===== config.mk =====
export PLATFORM = sky130hd
export DESIGN_NAME = timer0_ctrl
export DESIGN_NICKNAME = d
export VERILOG_FILES = /design/src/timer0_pkg.sv /design/src/timer0_ctrl.sv
export SDC_FILE = /design/constraint.sdc
export NUM_CORES = 1
export LEC_CHECK = 0
export ABC_AREA = 1
export ABC_CLOCK_PERIOD_IN_PS = 1700
export BUFFER_PORTS_ARGS = -buffer_cell sky130_fd_sc_hd__buf_2
export CORE_MARGIN = 3
export CORE_UTILIZATION = 53
export DETAILED_ROUTE_END_ITERATION = 12
export PLACE_DENSITY_LB_ADDON = 0.1
export REMOVE_ABC_BUFFERS = 1
export SLEW_MARGIN = 20
export SYNTH_ARGS = -nofsm -noshare
export SYNTH_HDL_FRONTEND = slang
export SYNTH_SLANG_ARGS = --single-unit

===== constraint.sdc =====
create_clock -name i_clk -period 1.7 [get_ports i_clk]
set_input_delay 0.34 -clock i_clk [delete_from_list [all_inputs] [get_ports i_clk]]
set_output_delay 0.34 -clock i_clk [all_outputs]
set_load 0.02 [all_outputs]

===== src/timer0_pkg.sv =====
// Behaviour
// - select codes 010..101 take prescaler taps clk/8, /64, /256, /1024
// - code 110 counts falling edges of count pin, 111 rising edges
// - count pin edges clock the counter even when the pin is an output
// - overflow request only with wrap enable bit 0, global enable and flag
// - compare A request only with enable bit 1, global enable and flag
// - compare B request only with enable bit 2, global enable and flag
// - with sync hold bit 7 set, prescaler reset bit keeps its written value
// - writing sync hold to zero makes hardware clear prescaler reset bit
// - prescaler reset bit 0 resets shared prescaler, self-clears unless sync hold
// - capture select bit 6 routes first input when zero, second when one
// - count value register reads and loads the 8-bit counter directly
// - a count value write blocks the compare match on the next timer clock
// - compare A value compared continuously, match drives flag and wave pin
// - compare B value compared continuously, match drives flag and wave pin
// - compare B flag bit 2 sets on match, clears on vector or write one
// - compare A flag bit 1 sets on match, clears on vector or write one
// - wrap flag bit 0 sets on overflow, clears on vector or write one
// - overflow point depends on selected waveform mode
// - aliased registers also decode at offset minus 0x20 in I/O window 0x00-0x3F
// - code 000 stops counter, code 001 counts every I/O clock
package timer0_pkg;
   localparam logic [7:0] ADDR_FLAGS = 8'h35;
   localparam logic [7:0] ADDR_SYNC_CTRL = 8'h43;
   localparam logic [7:0] ADDR_COUNT = 8'h46;
   localparam logic [7:0] ADDR_CMP_A = 8'h47;
   localparam logic [7:0] ADDR_CMP_B = 8'h48;
   localparam logic [7:0] ADDR_IRQ_MASK = 8'h6E;
   localparam logic [7:0] IO_ALIAS_OFFSET = 8'h20;
   localparam logic [7:0] IO_WINDOW_LAST = 8'h3F;
   localparam logic [7:0] RESET_BYTE = 8'h00;
   localparam logic [7:0] COUNT_MAX = 8'hFF;
   localparam logic [7:0] COUNT_BOTTOM = 8'h00;
   localparam int BIT_WRAP = 0;
   localparam int BIT_CMP_A = 1;
   localparam int BIT_CMP_B = 2;
   localparam int BIT_SYNC_HOLD = 7;
   localparam int BIT_CAPTURE_SEL = 6;
   localparam int BIT_PRESCALER_RESET = 0;
   localparam int PRESCALE_WIDTH = 10;
   localparam logic [PRESCALE_WIDTH-1:0] PRESCALE_RESET = 10'h000;

   typedef enum logic [2:0] {
      CS_STOP = 3'h0, CS_DIV1 = 3'h1, CS_DIV8 = 3'h2, CS_DIV64 = 3'h3,
      CS_DIV256 = 3'h4, CS_DIV1024 = 3'h5, CS_EXT_FALL = 3'h6, CS_EXT_RISE = 3'h7
   } clock_source_t;

   typedef enum logic [2:0] {
      WM_NORMAL = 3'h0, WM_PC_FF = 3'h1, WM_CTC = 3'h2, WM_FAST_FF = 3'h3,
      WM_RES4 = 3'h4, WM_PC_OCRA = 3'h5, WM_RES6 = 3'h6, WM_FAST_OCRA = 3'h7
   } waveform_mode_t;

   // one cpu register access per cycle; io_space marks IN/OUT addressing
   typedef struct packed {
      logic wr;
      logic rd;
      logic io_space;
      logic [7:0] addr;
      logic [7:0] wdata;
   } reg_req_t;

   // hardware clear of a flag when its vector executes
   typedef struct packed {
      logic cmp_b;
      logic cmp_a;
      logic wrap;
   } vector_ack_t;
endpackage

===== src/timer0_ctrl.sv =====
`timescale 1ns/1ps
`default_nettype none
module timer0_ctrl (
   input wire logic i_clk,
   input wire logic i_rst_b,
   input wire timer0_pkg::reg_req_t i_req,
   input wire timer0_pkg::vector_ack_t i_vector_ack,
   input wire logic i_global_irq_enable,
   input wire logic [2:0] i_clock_source_select,
   input wire logic [2:0] i_waveform_mode_select,
   input wire logic i_ext_count_pin,
   input wire logic i_capture_input_first,
   input wire logic i_capture_input_second,
   output logic [7:0] o_rdata,
   output logic o_wrap_irq,
   output logic o_cmp_a_irq,
   output logic o_cmp_b_irq,
   output logic o_cmp_a_match,
   output logic o_cmp_b_match,
   output logic o_prescaler_reset,
   output logic o_capture_trigger
);
   // data-space offset of an access, or 8'hFF (unmapped) outside the io window
   function automatic logic [7:0] data_offset(input timer0_pkg::reg_req_t r);
      logic [7:0] off;
      off = r.addr;
      if (r.io_space) begin
         if (r.addr <= timer0_pkg::IO_WINDOW_LAST) begin
            off = r.addr + timer0_pkg::IO_ALIAS_OFFSET;
         end else begin
            off = 8'hFF;
         end
      end
      return off;
   endfunction

   // prescaler tap reached: low bits of the shared count all ones
   function automatic logic tap_hit(input logic [timer0_pkg::PRESCALE_WIDTH-1:0] cnt, input int bits);
      logic hit;
      hit = 1'b1;
      for (int i = 0; i < timer0_pkg::PRESCALE_WIDTH; i++) begin
         if (i < bits && !cnt[i]) begin
            hit = 1'b0;
         end
      end
      return hit;
   endfunction

   logic [7:0] offset;
   logic wr_flags, wr_sync, wr_count, wr_cmp_a, wr_cmp_b, wr_mask;
   always_comb begin
      offset = data_offset(i_req);
      wr_flags = i_req.wr && offset == timer0_pkg::ADDR_FLAGS;
      wr_sync = i_req.wr && offset == timer0_pkg::ADDR_SYNC_CTRL;
      wr_count = i_req.wr && offset == timer0_pkg::ADDR_COUNT;
      wr_cmp_a = i_req.wr && offset == timer0_pkg::ADDR_CMP_A;
      wr_cmp_b = i_req.wr && offset == timer0_pkg::ADDR_CMP_B;
      // the mask sits above the io window and has no io alias
      wr_mask = i_req.wr && !i_req.io_space && i_req.addr == timer0_pkg::ADDR_IRQ_MASK;
   end

   // general sync control
   logic sync_hold_reg, sync_hold_next;
   logic capture_sel_reg, capture_sel_next;
   logic psr_reg, psr_next;
   always_comb begin
      sync_hold_next = sync_hold_reg;
      capture_sel_next = capture_sel_reg;
      psr_next = psr_reg;
      if (wr_sync) begin
         sync_hold_next = i_req.wdata[timer0_pkg::BIT_SYNC_HOLD];
         capture_sel_next = i_req.wdata[timer0_pkg::BIT_CAPTURE_SEL];
         psr_next = i_req.wdata[timer0_pkg::BIT_PRESCALER_RESET];
      end else if (!sync_hold_reg) begin
         psr_next = 1'b0;
      end
   end
   always_ff @(posedge i_clk or negedge i_rst_b) begin
      if (!i_rst_b) begin
         sync_hold_reg <= 1'b0;
         capture_sel_reg <= 1'b0;
         psr_reg <= 1'b0;
      end else begin
         sync_hold_reg <= sync_hold_next;
         capture_sel_reg <= capture_sel_next;
         psr_reg <= psr_next;
      end
   end

   // shared prescaler and clock select
   logic [timer0_pkg::PRESCALE_WIDTH-1:0] pre_reg, pre_next;
   logic pin_reg, pin_next;
   logic tick;
   timer0_pkg::clock_source_t cs;
   always_comb begin
      cs = timer0_pkg::clock_source_t'(i_clock_source_select);
      pre_next = psr_reg ? timer0_pkg::PRESCALE_RESET : pre_reg + 10'h001;
      pin_next = i_ext_count_pin;
      tick = 1'b0;
      unique case (cs)
         timer0_pkg::CS_STOP: tick = 1'b0;
         timer0_pkg::CS_DIV1: tick = 1'b1;
         timer0_pkg::CS_DIV8: tick = !psr_reg && tap_hit(pre_reg, 3);
         timer0_pkg::CS_DIV64: tick = !psr_reg && tap_hit(pre_reg, 6);
         timer0_pkg::CS_DIV256: tick = !psr_reg && tap_hit(pre_reg, 8);
         timer0_pkg::CS_DIV1024: tick = !psr_reg && tap_hit(pre_reg, 10);
         // pin level is read regardless of its port direction
         timer0_pkg::CS_EXT_FALL: tick = pin_reg && !i_ext_count_pin;
         timer0_pkg::CS_EXT_RISE: tick = !pin_reg && i_ext_count_pin;
      endcase
   end
   always_ff @(posedge i_clk or negedge i_rst_b) begin
      if (!i_rst_b) begin
         pre_reg <= timer0_pkg::PRESCALE_RESET;
         pin_reg <= 1'b0;
      end else begin
         pre_reg <= pre_next;
         pin_reg <= pin_next;
      end
   end

   // counter, compare values and match blocking
   logic [7:0] count_reg, count_next;
   logic [7:0] cmp_a_reg, cmp_a_next;
   logic [7:0] cmp_b_reg, cmp_b_next;
   logic down_reg, down_next;
   logic block_reg, block_next;
   logic [7:0] top;
   logic phase_correct, wrap_evt, match_a, match_b;
   timer0_pkg::waveform_mode_t wm;
   always_comb begin
      wm = timer0_pkg::waveform_mode_t'(i_waveform_mode_select);
      phase_correct = wm == timer0_pkg::WM_PC_FF || wm == timer0_pkg::WM_PC_OCRA;
      top = (wm == timer0_pkg::WM_CTC || wm == timer0_pkg::WM_PC_OCRA || wm == timer0_pkg::WM_FAST_OCRA)
         ? cmp_a_reg : timer0_pkg::COUNT_MAX;
      count_next = count_reg;
      down_next = down_reg;
      wrap_evt = 1'b0;
      if (tick) begin
         if (phase_correct) begin
            if (down_reg) begin
               if (count_reg == timer0_pkg::COUNT_BOTTOM) begin
                  down_next = 1'b0;
                  count_next = count_reg + 8'h01;
                  wrap_evt = 1'b1;
               end else begin
                  count_next = count_reg - 8'h01;
               end
            end else if (count_reg >= top) begin
               down_next = 1'b1;
               count_next = count_reg - 8'h01;
            end else begin
               count_next = count_reg + 8'h01;
            end
         end else if (count_reg == top) begin
            count_next = timer0_pkg::COUNT_BOTTOM;
            // overflow at max, except fast pwm with a programmed top
            wrap_evt = (wm == timer0_pkg::WM_FAST_OCRA) || (count_reg == timer0_pkg::COUNT_MAX);
         end else begin
            count_next = count_reg + 8'h01;
            wrap_evt = count_reg == timer0_pkg::COUNT_MAX;
         end
      end
      match_a = tick && !block_reg && count_reg == cmp_a_reg;
      match_b = tick && !block_reg && count_reg == cmp_b_reg;
      block_next = block_reg;
      if (wr_count) begin
         count_next = i_req.wdata;
         block_next = 1'b1;
      end else if (tick) begin
         block_next = 1'b0;
      end
      cmp_a_next = wr_cmp_a ? i_req.wdata : cmp_a_reg;
      cmp_b_next = wr_cmp_b ? i_req.wdata : cmp_b_reg;
   end
   always_ff @(posedge i_clk or negedge i_rst_b) begin
      if (!i_rst_b) begin
         count_reg <= timer0_pkg::RESET_BYTE;
         cmp_a_reg <= timer0_pkg::RESET_BYTE;
         cmp_b_reg <= timer0_pkg::RESET_BYTE;
         down_reg <= 1'b0;
         block_reg <= 1'b0;
      end else begin
         count_reg <= count_next;
         cmp_a_reg <= cmp_a_next;
         cmp_b_reg <= cmp_b_next;
         down_reg <= down_next;
         block_reg <= block_next;
      end
   end

   // flags, mask and requests
   logic [2:0] flags_reg, flags_next;
   logic [2:0] mask_reg, mask_next;
   logic [2:0] set_evt, clr_evt;
   always_comb begin
      set_evt = {match_b, match_a, wrap_evt};
      clr_evt = {i_vector_ack.cmp_b, i_vector_ack.cmp_a, i_vector_ack.wrap};
      if (wr_flags) begin
         clr_evt = clr_evt | i_req.wdata[2:0];
      end
      flags_next = set_evt | (flags_reg & ~clr_evt);
      mask_next = wr_mask ? i_req.wdata[2:0] : mask_reg;
   end

   logic [7:0] rdata_next;
   always_comb begin
      rdata_next = timer0_pkg::RESET_BYTE;
      if (i_req.rd) begin
         if (!i_req.io_space && i_req.addr == timer0_pkg::ADDR_IRQ_MASK) begin
            rdata_next = {5'h00, mask_reg};
         end else begin
            unique case (offset)
               timer0_pkg::ADDR_FLAGS: rdata_next = {5'h00, flags_reg};
               timer0_pkg::ADDR_SYNC_CTRL: rdata_next = {sync_hold_reg, capture_sel_reg, 5'h00, psr_reg};
               timer0_pkg::ADDR_COUNT: rdata_next = count_reg;
               timer0_pkg::ADDR_CMP_A: rdata_next = cmp_a_reg;
               timer0_pkg::ADDR_CMP_B: rdata_next = cmp_b_reg;
               default: rdata_next = timer0_pkg::RESET_BYTE;
            endcase
         end
      end
   end

   always_ff @(posedge i_clk or negedge i_rst_b) begin
      if (!i_rst_b) begin
         flags_reg <= 3'h0;
         mask_reg <= 3'h0;
         o_rdata <= timer0_pkg::RESET_BYTE;
         o_wrap_irq <= 1'b0;
         o_cmp_a_irq <= 1'b0;
         o_cmp_b_irq <= 1'b0;
         o_cmp_a_match <= 1'b0;
         o_cmp_b_match <= 1'b0;
         o_prescaler_reset <= 1'b0;
         o_capture_trigger <= 1'b0;
      end else begin
         flags_reg <= flags_next;
         mask_reg <= mask_next;
         o_rdata <= rdata_next;
         o_wrap_irq <= flags_next[timer0_pkg::BIT_WRAP] && mask_next[timer0_pkg::BIT_WRAP] && i_global_irq_enable;
         o_cmp_a_irq <= flags_next[timer0_pkg::BIT_CMP_A] && mask_next[timer0_pkg::BIT_CMP_A] && i_global_irq_enable;
         o_cmp_b_irq <= flags_next[timer0_pkg::BIT_CMP_B] && mask_next[timer0_pkg::BIT_CMP_B] && i_global_irq_enable;
         o_cmp_a_match <= match_a;
         o_cmp_b_match <= match_b;
         o_prescaler_reset <= psr_next;
         o_capture_trigger <= capture_sel_next ? i_capture_input_second : i_capture_input_first;
      end
   end
endmodule
`default_nettype wire


==> results of run 1 <==
-- metal layers --
metal	global-route usage, %	vias up	share of wire [%]
li1	-	1993	-
met1	35.66	1895	43
met2	46.10	137	49
met3	3.656	26	5.8
met4	12.00	0	2.5
met5	0	-	0
-- logic make-up after synthesis --
kind of cell    share of synthesized area [%]
simple gates                            35.26
flops                                   37.99
buf+inv                                 9.085
compound gates                          8.136
fa+ha+maj                               4.432
xor+xnor                                5.096
-- worst max-delay path, stage by stage --
cell and delay, ns:
buf_6 0.09, nand3b_1 0.17, nand2_2 0.15, inv_8 0.08, nor2_4 0.13, ha_4 0.22, nand2_4 0.07, nor2_4 0.05
nand2_2 0.07, nand2_2 0.06, nor2_4 0.12, nand2_4 0.11, nand3_1 0.11, nand2_1 0.07, nand2_1 0.07, nand2_1 0.05
nand2_1 0.06, nand2_1 0.06
-- worst max path at each step --
| stage | start | end | slack (ns) | cells after the start |
|---|---|---|---|---|
| detailed placement | i_waveform_mode_select[0] | count_reg[6] | -0.59 | 20 |
| CTS | cmp_a_reg[5] | count_reg[2] | -0.07 | 13 |
| floorplan | i_waveform_mode_select[0] | count_reg[6] | -0.32 | 19 |
| finish | i_waveform_mode_select[2] | count_reg[6] | -0.16 | 18 |
| global placement | i_waveform_mode_select[0] | count_reg[6] | -0.51 | 20 |
| global route | i_waveform_mode_select[2] | count_reg[6] | -0.30 | 19 |
-- timing repair --
item	CTS	global route
pin swaps	12	45
gates cloned	0	0
buffers inserted	2	3
resized for setup	35	68
endpoints found under the setup margin	11	23
-- where the power goes --
part           internal [mW]  leakage, nW  switching [mW]
clock                  0.534       0.0799           0.612
sequential              1.63        0.760           0.191
combinational           1.12         1.93            1.47
total                   3.29         2.77            2.27
-- cell usage in the layout, fill, tap and decap left out, types with 15 or more instances in the layout --
cell type | Yosys | final
buf_2 | 4 | 45
xor2_1 | 16 | 15
dfrtp_1 | 60 | 56
nand2_2 | 2 | 17
nand2_1 | 156 | 137
buf_4 | 2 | 54
nor2_1 | 61 | 48
inv_1 | 75 | 65
o21ai_0 | 27 | 25
nand3_1 | 47 | 39
-- cell type report --
type	instances	area share, %
Sequential cell	60	28.26
Tap cell	96	2.253
Inverter	77	5.679
Timing Repair Buffer	112	15.07
Clock buffer	11	2.464
Multi-Input combinational cell	406	45.58
Clock inverter	5	0.7041
==> run summary, run 1 <==
Status - finished, violations left
Violations in the final reports - negative hold slack, negative setup slack
Static Leakage - 2.767 nW
Routability Congestion - 0.9636
Transition time of the tightest slew-check pin - 0.4842 ns
Setup repair after global routing missed its margin - yes
Global-route wire length before repair - 18390 µm
Highest clock rate - 537.6 MHz
Number of failing hold endpoints at the final stage - 14
Final setup skew - 0.007859 ns
Hold buffer count at cts - 0
Gr ovfl total - 0
Crit path kind - primary input to flip-flop
Final cell utilization of the core - 75.95%
Dominant synthesized flop cell - dfrtp_1
Crit path arrival time - 2.10 ns
Number of enable flip-flop cells after synthesis - 0
Final net count - 714
Routed wire length - 11510 µm
Count of buffers inserted at the top-level ports - 48
Mean post-synth cell area - 7.109 µm²
Clock Sink Count - 60
Total Die Area - 8529 µm²
Number of global-route vias before repair - 3918
Register-to-register setup slack - -0.14 ns
Max VDD drop - 0.5968 mV
Placed cell count - 746
Antenna cells - 0
Number of inserted filler cells in the final layout - 568
Finished Layout Cells - 767
Clock transition at the registers of the reported paths - 0.08 ns
Worst Setup End Kind - flip-flop
Number of antenna violations at the first check in global routing - 0
Share of async-settable or async-resettable flops after synthesis - 100.0%
Width of the die - 92.36 µm
Maximum fanout along the worst path - 7
CTS tree - done
First-iteration detailed-routing DRC count - 263
Vias per std cell - 5.282
Post-Route Hold Slack - -0.004798 ns
CORE AREA - 7019 µm²
Post-route cell area - 5331 µm²
Time the final worst path needs with I/O delays and setup - 1.860 ns
Global routing usage summed across all routing layers - 27.55%
Post-route DRC violation count - 0
Layout cell share with drive strength beyond 1 - 31.74%
Cell with the most instances after synthesis - nand2_1
Maximum number of pins on one net before global-route repair - 61
Number of buffers created by CTS - 9
Final period utilization - 109.4%
Slew Limit Fails - 0
First-pass DRT Iterations - 5
Commonest cells in the synthesized netlist - 156 x nand2_1, 75 x inv_1, 61 x nor2_1
Worst relative slew slack - 67.42%
DR vias - 4051
Cell taking the most area after synthesis - dfrtp_1
Top cells by area in the synthesized netlist - dfrtp_1 38%, nand2_1 15%, inv_1 7.1%, nand3_1 6.0%, nor2_1 5.8%
Post-route ant nets - 0
Startpoint of the worst-slack reg-to-reg timing path - cmp_a_reg[7]
Number of flip-flops in the largest register - 10
Deepest clock path buffer count - 2
Clock latency reported for the late side of the worst-skew pair - 0.35 ns
Total design power - 5.556 mW
Number of violations of the max-capacitance limit - 0
Cells after synthesis - 556
Required time of the critical path - 1.94 ns
Minimum setup slack in the final design - -0.1600 ns
Buffer type at the clock tree root - clkbuf_8
Startpoint types - primary input
Mean routed wirelength per cell - 15.01 µm
Number of unique standard cell types used by synthesis - 41
Area taken by flip-flops and latches - 1506 µm²
Synth Warn # - 0
Netlist area before placement - 3953 µm²
Cell Pwr Density - 1042 nW/µm²
Worst min-delay path category - primary input to asynchronous set/reset pin
Depth of the CTS H-tree - 3
Setup total negative slack - -0.7535 ns
Worst reg2reg endpoint - count_reg[6]
I/O Pins - 49
Logic depth of the worst register-to-register path - 15
Worst setup slack after placement - -0.5877 ns
Combined area of the multi-input logic cells - 2430 µm²
#FFs+latches synth - 60
Standard-cell rows - 30
Initial core utilization - 56.31%
Cell area reported after detailed placement - 4712 µm²
Sequential cell area fraction in the yosys report - 37.99%
Y dimension of the die - 92.36 µm
Final setup violating endpoints - 8
Area share of the leading cell type in the synthesized netlist - 37.99%
HPWL after detailed placement - 8507 µm
Area grow syn2layout - 34.88%
Power figures use the tool's default switching activity.
==> run 2: changes to the inputs <==
CORE_MARGIN = 2   (was 3)
SLEW_MARGIN = not set   (was 20)
==> run summary, run 2 (synthesis gave the netlist of run 1 again) <==
Setup total negative slack - -0.9774 ns (was -0.7535 ns)
Area grow syn2layout - 33.74% (was 34.88%)
Post-route ant nets - 0 (unchanged)
CTS tree - done (unchanged)
Max VDD drop - 0.6848 mV (was 0.5968 mV)
Final net count - 720 (was 714)
Number of failing hold endpoints at the final stage - 0 (was 14)
Final setup skew - 0.01151 ns (was 0.007859 ns)
Final setup violating endpoints - 10 (was 8)
Violations in the final reports - negative setup slack (was negative hold slack, negative setup slack)
Startpoint types - primary input (unchanged)
Gr ovfl total - 0 (unchanged)
Buffer type at the clock tree root - clkbuf_8 (unchanged)
Highest clock rate - 548.3 MHz (was 537.6 MHz)
Required time of the critical path - 1.93 ns (was 1.94 ns)
Layout cell share with drive strength beyond 1 - 29.10% (was 31.74%)
Most common cell after layout, fill and taps aside - nand2_1 (unchanged)
Depth of the CTS H-tree - 3 (unchanged)
Number of flip-flops in the largest register - 10 (unchanged)
Number of antenna violations at the first check in global routing - 0 (unchanged)
Clock latency reported for the late side of the worst-skew pair - 0.34 ns (was 0.35 ns)
Crit path arrival time - 2.05 ns (was 2.10 ns)
Status - finished, violations left (unchanged)
Transition time of the tightest slew-check pin - 0.3612 ns (was 0.4842 ns)
Antenna cells - 0 (unchanged)
Number of inserted filler cells in the final layout - 595 (was 568)
Logic depth of the worst register-to-register path - 12 (was 15)
Clock transition at the registers of the reported paths - 0.07 ns (was 0.08 ns)
Total Die Area - 8164 µm² (was 8529 µm²)
Worst Setup End Kind - flip-flop (unchanged)
Global-route wire length before repair - 17820 µm (was 18390 µm)
Final period utilization - 107.3% (was 109.4%)
Proportion of total power due to net switching - 38.10% (was 40.86%)
Number of violations of the max-capacitance limit - 0 (unchanged)
Static Leakage - 2.812 nW (was 2.767 nW)
Cell Pwr Density - 1057 nW/µm² (was 1042 nW/µm²)
Hold buffer count at cts - 0 (unchanged)
Time the final worst path needs with I/O delays and setup - 1.824 ns (was 1.860 ns)
Y dimension of the die - 90.36 µm (was 92.36 µm)
Int Power - 3.459 mW (was 3.286 mW)
Worst min-delay path category - primary input to asynchronous set/reset pin (unchanged)
Global routing usage summed across all routing layers - 27.74% (was 27.55%)
Minimum setup slack in the final design - -0.1240 ns (was -0.1600 ns)
I/O Pins - 49 (unchanged)
HPWL after detailed placement - 8530 µm (was 8507 µm)
Initial core utilization - 54.49% (was 56.31%)
Worst relative slew slack - 75.70% (was 67.42%)
Number of global-route vias before repair - 3722 (was 3918)
Width of the die - 90.36 µm (was 92.36 µm)
Clock Sink Count - 60 (unchanged)
First-iteration detailed-routing DRC count - 230 (was 263)
Mean routed wirelength per cell - 14.53 µm (was 15.01 µm)
Crit path kind - primary input to flip-flop (unchanged)
Share of power burned in the clock network - 25.2% (was 20.6%)
CORE AREA - 7253 µm² (was 7019 µm²)
Deepest clock path buffer count - 2 (unchanged)
DR vias - 4014 (was 4051)
Maximum fanout along the worst path - 7 (unchanged)
Sequential share of power - 32.5% (was 32.8%)
Routability Congestion - 0.9299 (was 0.9636)
Vias per std cell - 5.173 (was 5.282)
First-pass DRT Iterations - 5 (unchanged)
Post-Route Hold Slack - 0.001161 ns (was -0.004798 ns)
Standard-cell rows - 31 (was 30)
Net switching power - 2.129 mW (was 2.270 mW)
Setup repair after global routing missed its margin - yes (unchanged)
Number of buffers created by CTS - 9 (unchanged)
Slew Limit Fails - 0 (unchanged)
Maximum number of pins on one net before global-route repair - 61 (unchanged)
Total design power - 5.588 mW (was 5.556 mW)
Routed wire length - 11270 µm (was 11510 µm)
Post-route DRC violation count - 0 (unchanged)
Count of buffers inserted at the top-level ports - 48 (unchanged)
Most used cells in the layout excluding fill and tap cells - 147 x nand2_1, 67 x inv_1, 60 x dfrtp_1 (was 137 x nand2_1, 65 x inv_1, 56 x dfrtp_1)
Combinational fraction of design power - 42.3% (was 46.6%)
## run 2: cell types whose count changed in the layout (fill, tap and decap cells not counted), moves of 5 or more
cell     change
o21ai_1      +5
nand2_1     +10
nand2_2      -9
nor2_2       +6
nor2_4       -6
o21ai_0      -8
buf_4        +5
## run 2: cell type report
type / instances / area (µm²) / area share, %
Clock buffer: 10 / 127.6 / 2.414
Clock inverter: 6 / 88.84 / 1.680
Inverter: 77 / 295.3 / 5.586
Multi-Input combinational cell: 406 / 2318 / 43.86
Sequential cell: 60 / 1501 / 28.40
Tap cell: 99 / 123.9 / 2.343
Timing Repair Buffer: 118 / 830.8 / 15.72
## run 2: stage by stage
| stage | util [%] | instance area [µm²] | instances | setup slack [ns] |
|---|---|---|---|---|
| after floorplan | - | 3884 | 543 | -0.3160 |
| after global placement | 65.43 | 4746 | 753 | -0.5094 |
| after detailed placement | 65.43 | 4746 | 753 | -0.5686 |
| after CTS | 68.71 | 4984 | 769 | -0.1049 |
| after global routing | 72.88 | 5286 | 776 | -0.2956 |
| final | 72.88 | 5286 | 776 | -0.1240 |
## run 2: worst paths after layout
check / startpoint / endpoint / slack, ns
setup / recovery: i_waveform_mode_select[2] / count_reg[4] / -0.12
setup reg to reg: count_reg[1] / count_reg[7] / -0.12
max in group asynchronous: i_rst_b / count_reg[0] / 1.43
min in group i_clk: i_ext_count_pin / pin_reg / 0.12
hold reg to reg: pre_reg[0] / pre_reg[0] / 0.53
hold / removal: i_rst_b / o_rdata[0] / 0.001
## run 2: power by group through the flow
stage | sequential (mW) | combinational, mW | clock, mW
final | 1.81 | 2.36 | 1.41
after global routing | 1.83 | 2.65 | 1.49
after CTS | 1.79 | 2.17 | 1.43
after detailed placement | 1.81 | 2.13 | 0
after global placement | 1.81 | 2.10 | 0
after floorplan | 1.88 | 1.20 | 0
## run 2: per-layer routing
layer | up-vias | track usage, % | routed length, µm
met5 | - | 0 | 0
met4 | 0 | 9.872 | 306
met3 | 25 | 4.508 | 556
met2 | 129 | 46.68 | 5452
met1 | 1855 | 36.30 | 4957
li1 | 2005 | - | -
## run 2: timing repair
action,CTS,global route
gates resized for setup,9,73
buffers inserted,0,7
pin swaps,3,30
endpoints found under the setup margin,13,25
## run 2: critical path: stages
cell and delay (ns):
buf_2 0.10, nand3b_1 0.16, nand2_2 0.13, inv_6 0.07, nor2_4 0.14, ha_4 0.21, nand2_1 0.07, nor2_2 0.04
nand2_1 0.07, nand2_1 0.06, nor2_2 0.11, nand2_2 0.12, nand2_2 0.13, nand2_1 0.07, nand3_2 0.07, nand2_1 0.05
nand2_1 0.05, nand2_1 0.04
==> run 3: changes to the inputs <==
--- a/config.mk
+++ b/config.mk
@@ -9,8 +9,8 @@
 export ABC_CLOCK_PERIOD_IN_PS = 1700
 export BUFFER_PORTS_ARGS = -buffer_cell sky130_fd_sc_hd__buf_2
-export CORE_MARGIN = 2
+export CORE_MARGIN = 4
 export CORE_UTILIZATION = 53
 export DETAILED_ROUTE_END_ITERATION = 12
-export PLACE_DENSITY_LB_ADDON = 0.1
+export PLACE_DENSITY = 0.77
 export REMOVE_ABC_BUFFERS = 1
 export SYNTH_ARGS = -nofsm -noshare
==> constraint.sdc (replaced) <==
create_clock -name i_clk -period 1.7 [get_ports i_clk]
set_input_delay 0.085 -clock i_clk [delete_from_list [all_inputs] [get_ports i_clk]]
set_output_delay 0.085 -clock i_clk [all_outputs]
set_load 0.02 [all_outputs]
==> run summary, run 3 (synthesis gave the netlist of run 1 again) <==
Status - finished, violations left (unchanged)
Violations in the final reports - negative setup slack (unchanged)
Final period utilization - 105.8% (was 107.3%)
Startpoint of the worst-slack reg-to-reg timing path - count_reg[1] (unchanged)
Vias per std cell - 5.213 (was 5.173)
Initial core utilization - 54.49% (unchanged)
Worst relative slew slack - 73.27% (was 75.70%)
CP endpoint - count_reg[6] (was count_reg[4])
Highest clock rate - 555.8 MHz (was 548.3 MHz)
Number of violations of the max-capacitance limit - 0 (unchanged)
Crit path arrival time - 2.09 ns (was 2.05 ns)
Combined area of the multi-input logic cells - 2147 µm² (was 2318 µm²)
Gr ovfl total - 0 (unchanged)
Total Die Area - 8903 µm² (was 8164 µm²)
Clock transition at the registers of the reported paths - 0.07 ns (about the same)
Worst Setup End Kind - flip-flop (unchanged)
Routed wire length - 11180 µm (was 11270 µm)
Crit path kind - flip-flop to flip-flop (was primary input to flip-flop)
Required time of the critical path - 1.99 ns (was 1.93 ns)
Global routing usage summed across all routing layers - 26.86% (was 27.74%)
Buffer type at the clock tree root - clkbuf_8 (unchanged)
First-pass DRT Iterations - 5 (unchanged)
Worst reg2reg endpoint - count_reg[6] (was count_reg[7])
Share of power burned in the clock network - 22.6% (was 25.2%)
Sequential share of power - 34.6% (was 32.5%)
Number of flip-flops in the largest register - 10 (unchanged)
Transition time of the tightest slew-check pin - 0.3973 ns (was 0.3612 ns)
Count of buffers inserted at the top-level ports - 48 (unchanged)
Clock latency reported for the late side of the worst-skew pair - 0.34 ns (about the same)
Register-to-register setup slack - -0.1 ns (was -0.12 ns)
Proportion of total power due to net switching - 39.90% (was 38.10%)
First-iteration detailed-routing DRC count - 215 (was 230)
Placed cell count - 746 (was 753)
Int Power - 3.116 mW (was 3.459 mW)
Post-route ant nets - 0 (unchanged)
Cell area reported after detailed placement - 4693 µm² (was 4746 µm²)
Net switching power - 2.069 mW (was 2.129 mW)
Maximum number of pins on one net before global-route repair - 61 (unchanged)
Post-route DRC violation count - 0 (unchanged)
Time the final worst path needs with I/O delays and setup - 1.799 ns (was 1.824 ns)
Y dimension of the die - 94.36 µm (was 90.36 µm)
Combinational fraction of design power - 42.8% (was 42.3%)
Most common cell after layout, fill and taps aside - nand2_1 (unchanged)
DR vias - 4014 (unchanged)
Logic depth of the worst register-to-register path - 12 (unchanged)
Routability Congestion - 0.9180 (was 0.9299)
CTS tree - done (unchanged)
Deepest clock path buffer count - 2 (unchanged)
CORE AREA - 7253 µm² (unchanged)
Minimum setup slack in the final design - -0.09925 ns (was -0.1240 ns)
Area taken by flip-flops and latches - 1501 µm² (unchanged)
Clock Sink Count - 60 (unchanged)
Cell Pwr Density - 1033 nW/µm² (was 1057 nW/µm²)
Final cell utilization of the core - 69.19% (was 72.88%)
Most used cells in the layout excluding fill and tap cells - 153 x nand2_1, 71 x inv_1, 61 x nor2_1 (was 147 x nand2_1, 67 x inv_1, 60 x dfrtp_1)
Final setup skew - 0.007560 ns (was 0.01151 ns)
Worst setup slack after placement - -0.3123 ns (was -0.5686 ns)
Width of the die - 94.36 µm (was 90.36 µm)
Worst min-delay path category - primary input to flip-flop (was primary input to asynchronous set/reset pin)
Post-route cell area - 5019 µm² (was 5286 µm²)
Static Leakage - 2.718 nW (was 2.812 nW)
Post-Route Hold Slack - 0.02692 ns (was 0.001161 ns)
Post-CTS setup buffer count - 0 (unchanged)
Max VDD drop - 0.6860 mV (was 0.6848 mV)
Slew Limit Fails - 0 (unchanged)
Number of inserted filler cells in the final layout - 626 (was 595)
Finished Layout Cells - 770 (was 776)
Setup repair after global routing missed its margin - yes (unchanged)
Standard-cell rows - 31 (unchanged)
Crit path from - count_reg[1] (was i_waveform_mode_select[2])
HPWL after detailed placement - 8633 µm (was 8530 µm)
Global-route wire length before repair - 18550 µm (was 17820 µm)
Mean routed wirelength per cell - 14.52 µm (was 14.53 µm)
Maximum fanout along the worst path - 5 (was 7)
Startpoint types - flip-flop (was primary input)
Layout cell share with drive strength beyond 1 - 22.80% (was 29.10%)
Number of antenna violations at the first check in global routing - 0 (unchanged)
I/O Pins - 49 (unchanged)
Number of global-route vias before repair - 3931 (was 3722)
Area grow syn2layout - 26.97% (was 33.74%)
Final net count - 714 (was 720)
Antenna cells - 0 (unchanged)
Number of failing hold endpoints at the final stage - 0 (unchanged)
Depth of the CTS H-tree - 3 (unchanged)
Final setup violating endpoints - 8 (was 10)
Number of buffers created by CTS - 9 (unchanged)
run 3: area by class of cell:
class	count	share of cell area (%)
clock buffer	11	2.817
clock inverter	5	0.7479
inverter	77	5.859
sequential	60	29.92
multi-input combinational	406	42.78
tap	99	2.468
timing repair buffer	112	15.41
run 3: worst min-delay path by stage:
stage | startpoint | to | slack (ns) | depth (start not counted)
CTS | i_req[17] | o_rdata[4] | 0.02 | 3
floorplan | i_rst_b | block_reg | -0.21 | 0
detailed placement | i_rst_b | mask_reg[0] | 0.12 | 2
finish | i_req[17] | o_rdata[4] | 0.03 | 3
global placement | i_rst_b | mask_reg[0] | 0.12 | 2
global route | i_vector_ack[2] | flags_reg[2] | 0.04 | 3
run 3: metrics by stage:
step | power, mW | TNS, ns
floorplan | 3.082 | -0.5267
global placement | 3.872 | -2.011
detailed placement | 3.920 | -2.619
CTS | 5.144 | -0.4021
global route | 5.558 | -1.758
finish | 5.186 | -0.5159
run 3: worst max-delay path: stages, from the launching register on:
cell and delay, ns:
dfrtp_1 0.44, buf_4 0.18, ha_1 0.20, nand3_2 0.11
inv_1 0.07, nand3_1 0.11, xor2_1 0.24, nor2_1 0.07
nor2_1 0.13, nand2_1 0.06, nand2_1 0.05, nand2_1 0.04
nand2_1 0.05
run 3: routing by layer:
layer	wire length [µm]	up-vias	global-route usage, %
met2	5380	124	44.27
met5	0	-	0
met4	314	0	11.91
li1	-	1992	-
met1	4842	1870	34.50
met3	642	28	4.861
run 3: repair_timing:
item / in CTS / in global routing
pin swaps: 8 / 7
hold endpoints to repair: 68 / 0
endpoints found under the setup margin: 9 / 13
hold buffers: 8 / 0
resized for setup: 10 / 11
run 3: power by group through the flow:
stage | Sequential [mW] | Combinational (mW) | Clock [mW]
finish | 1.79 | 2.22 | 1.17
global route | 1.81 | 2.51 | 1.25
CTS | 1.79 | 2.16 | 1.19
detailed placement | 1.81 | 2.11 | 0
global placement | 1.80 | 2.07 | 0
floorplan | 1.88 | 1.20 | 0
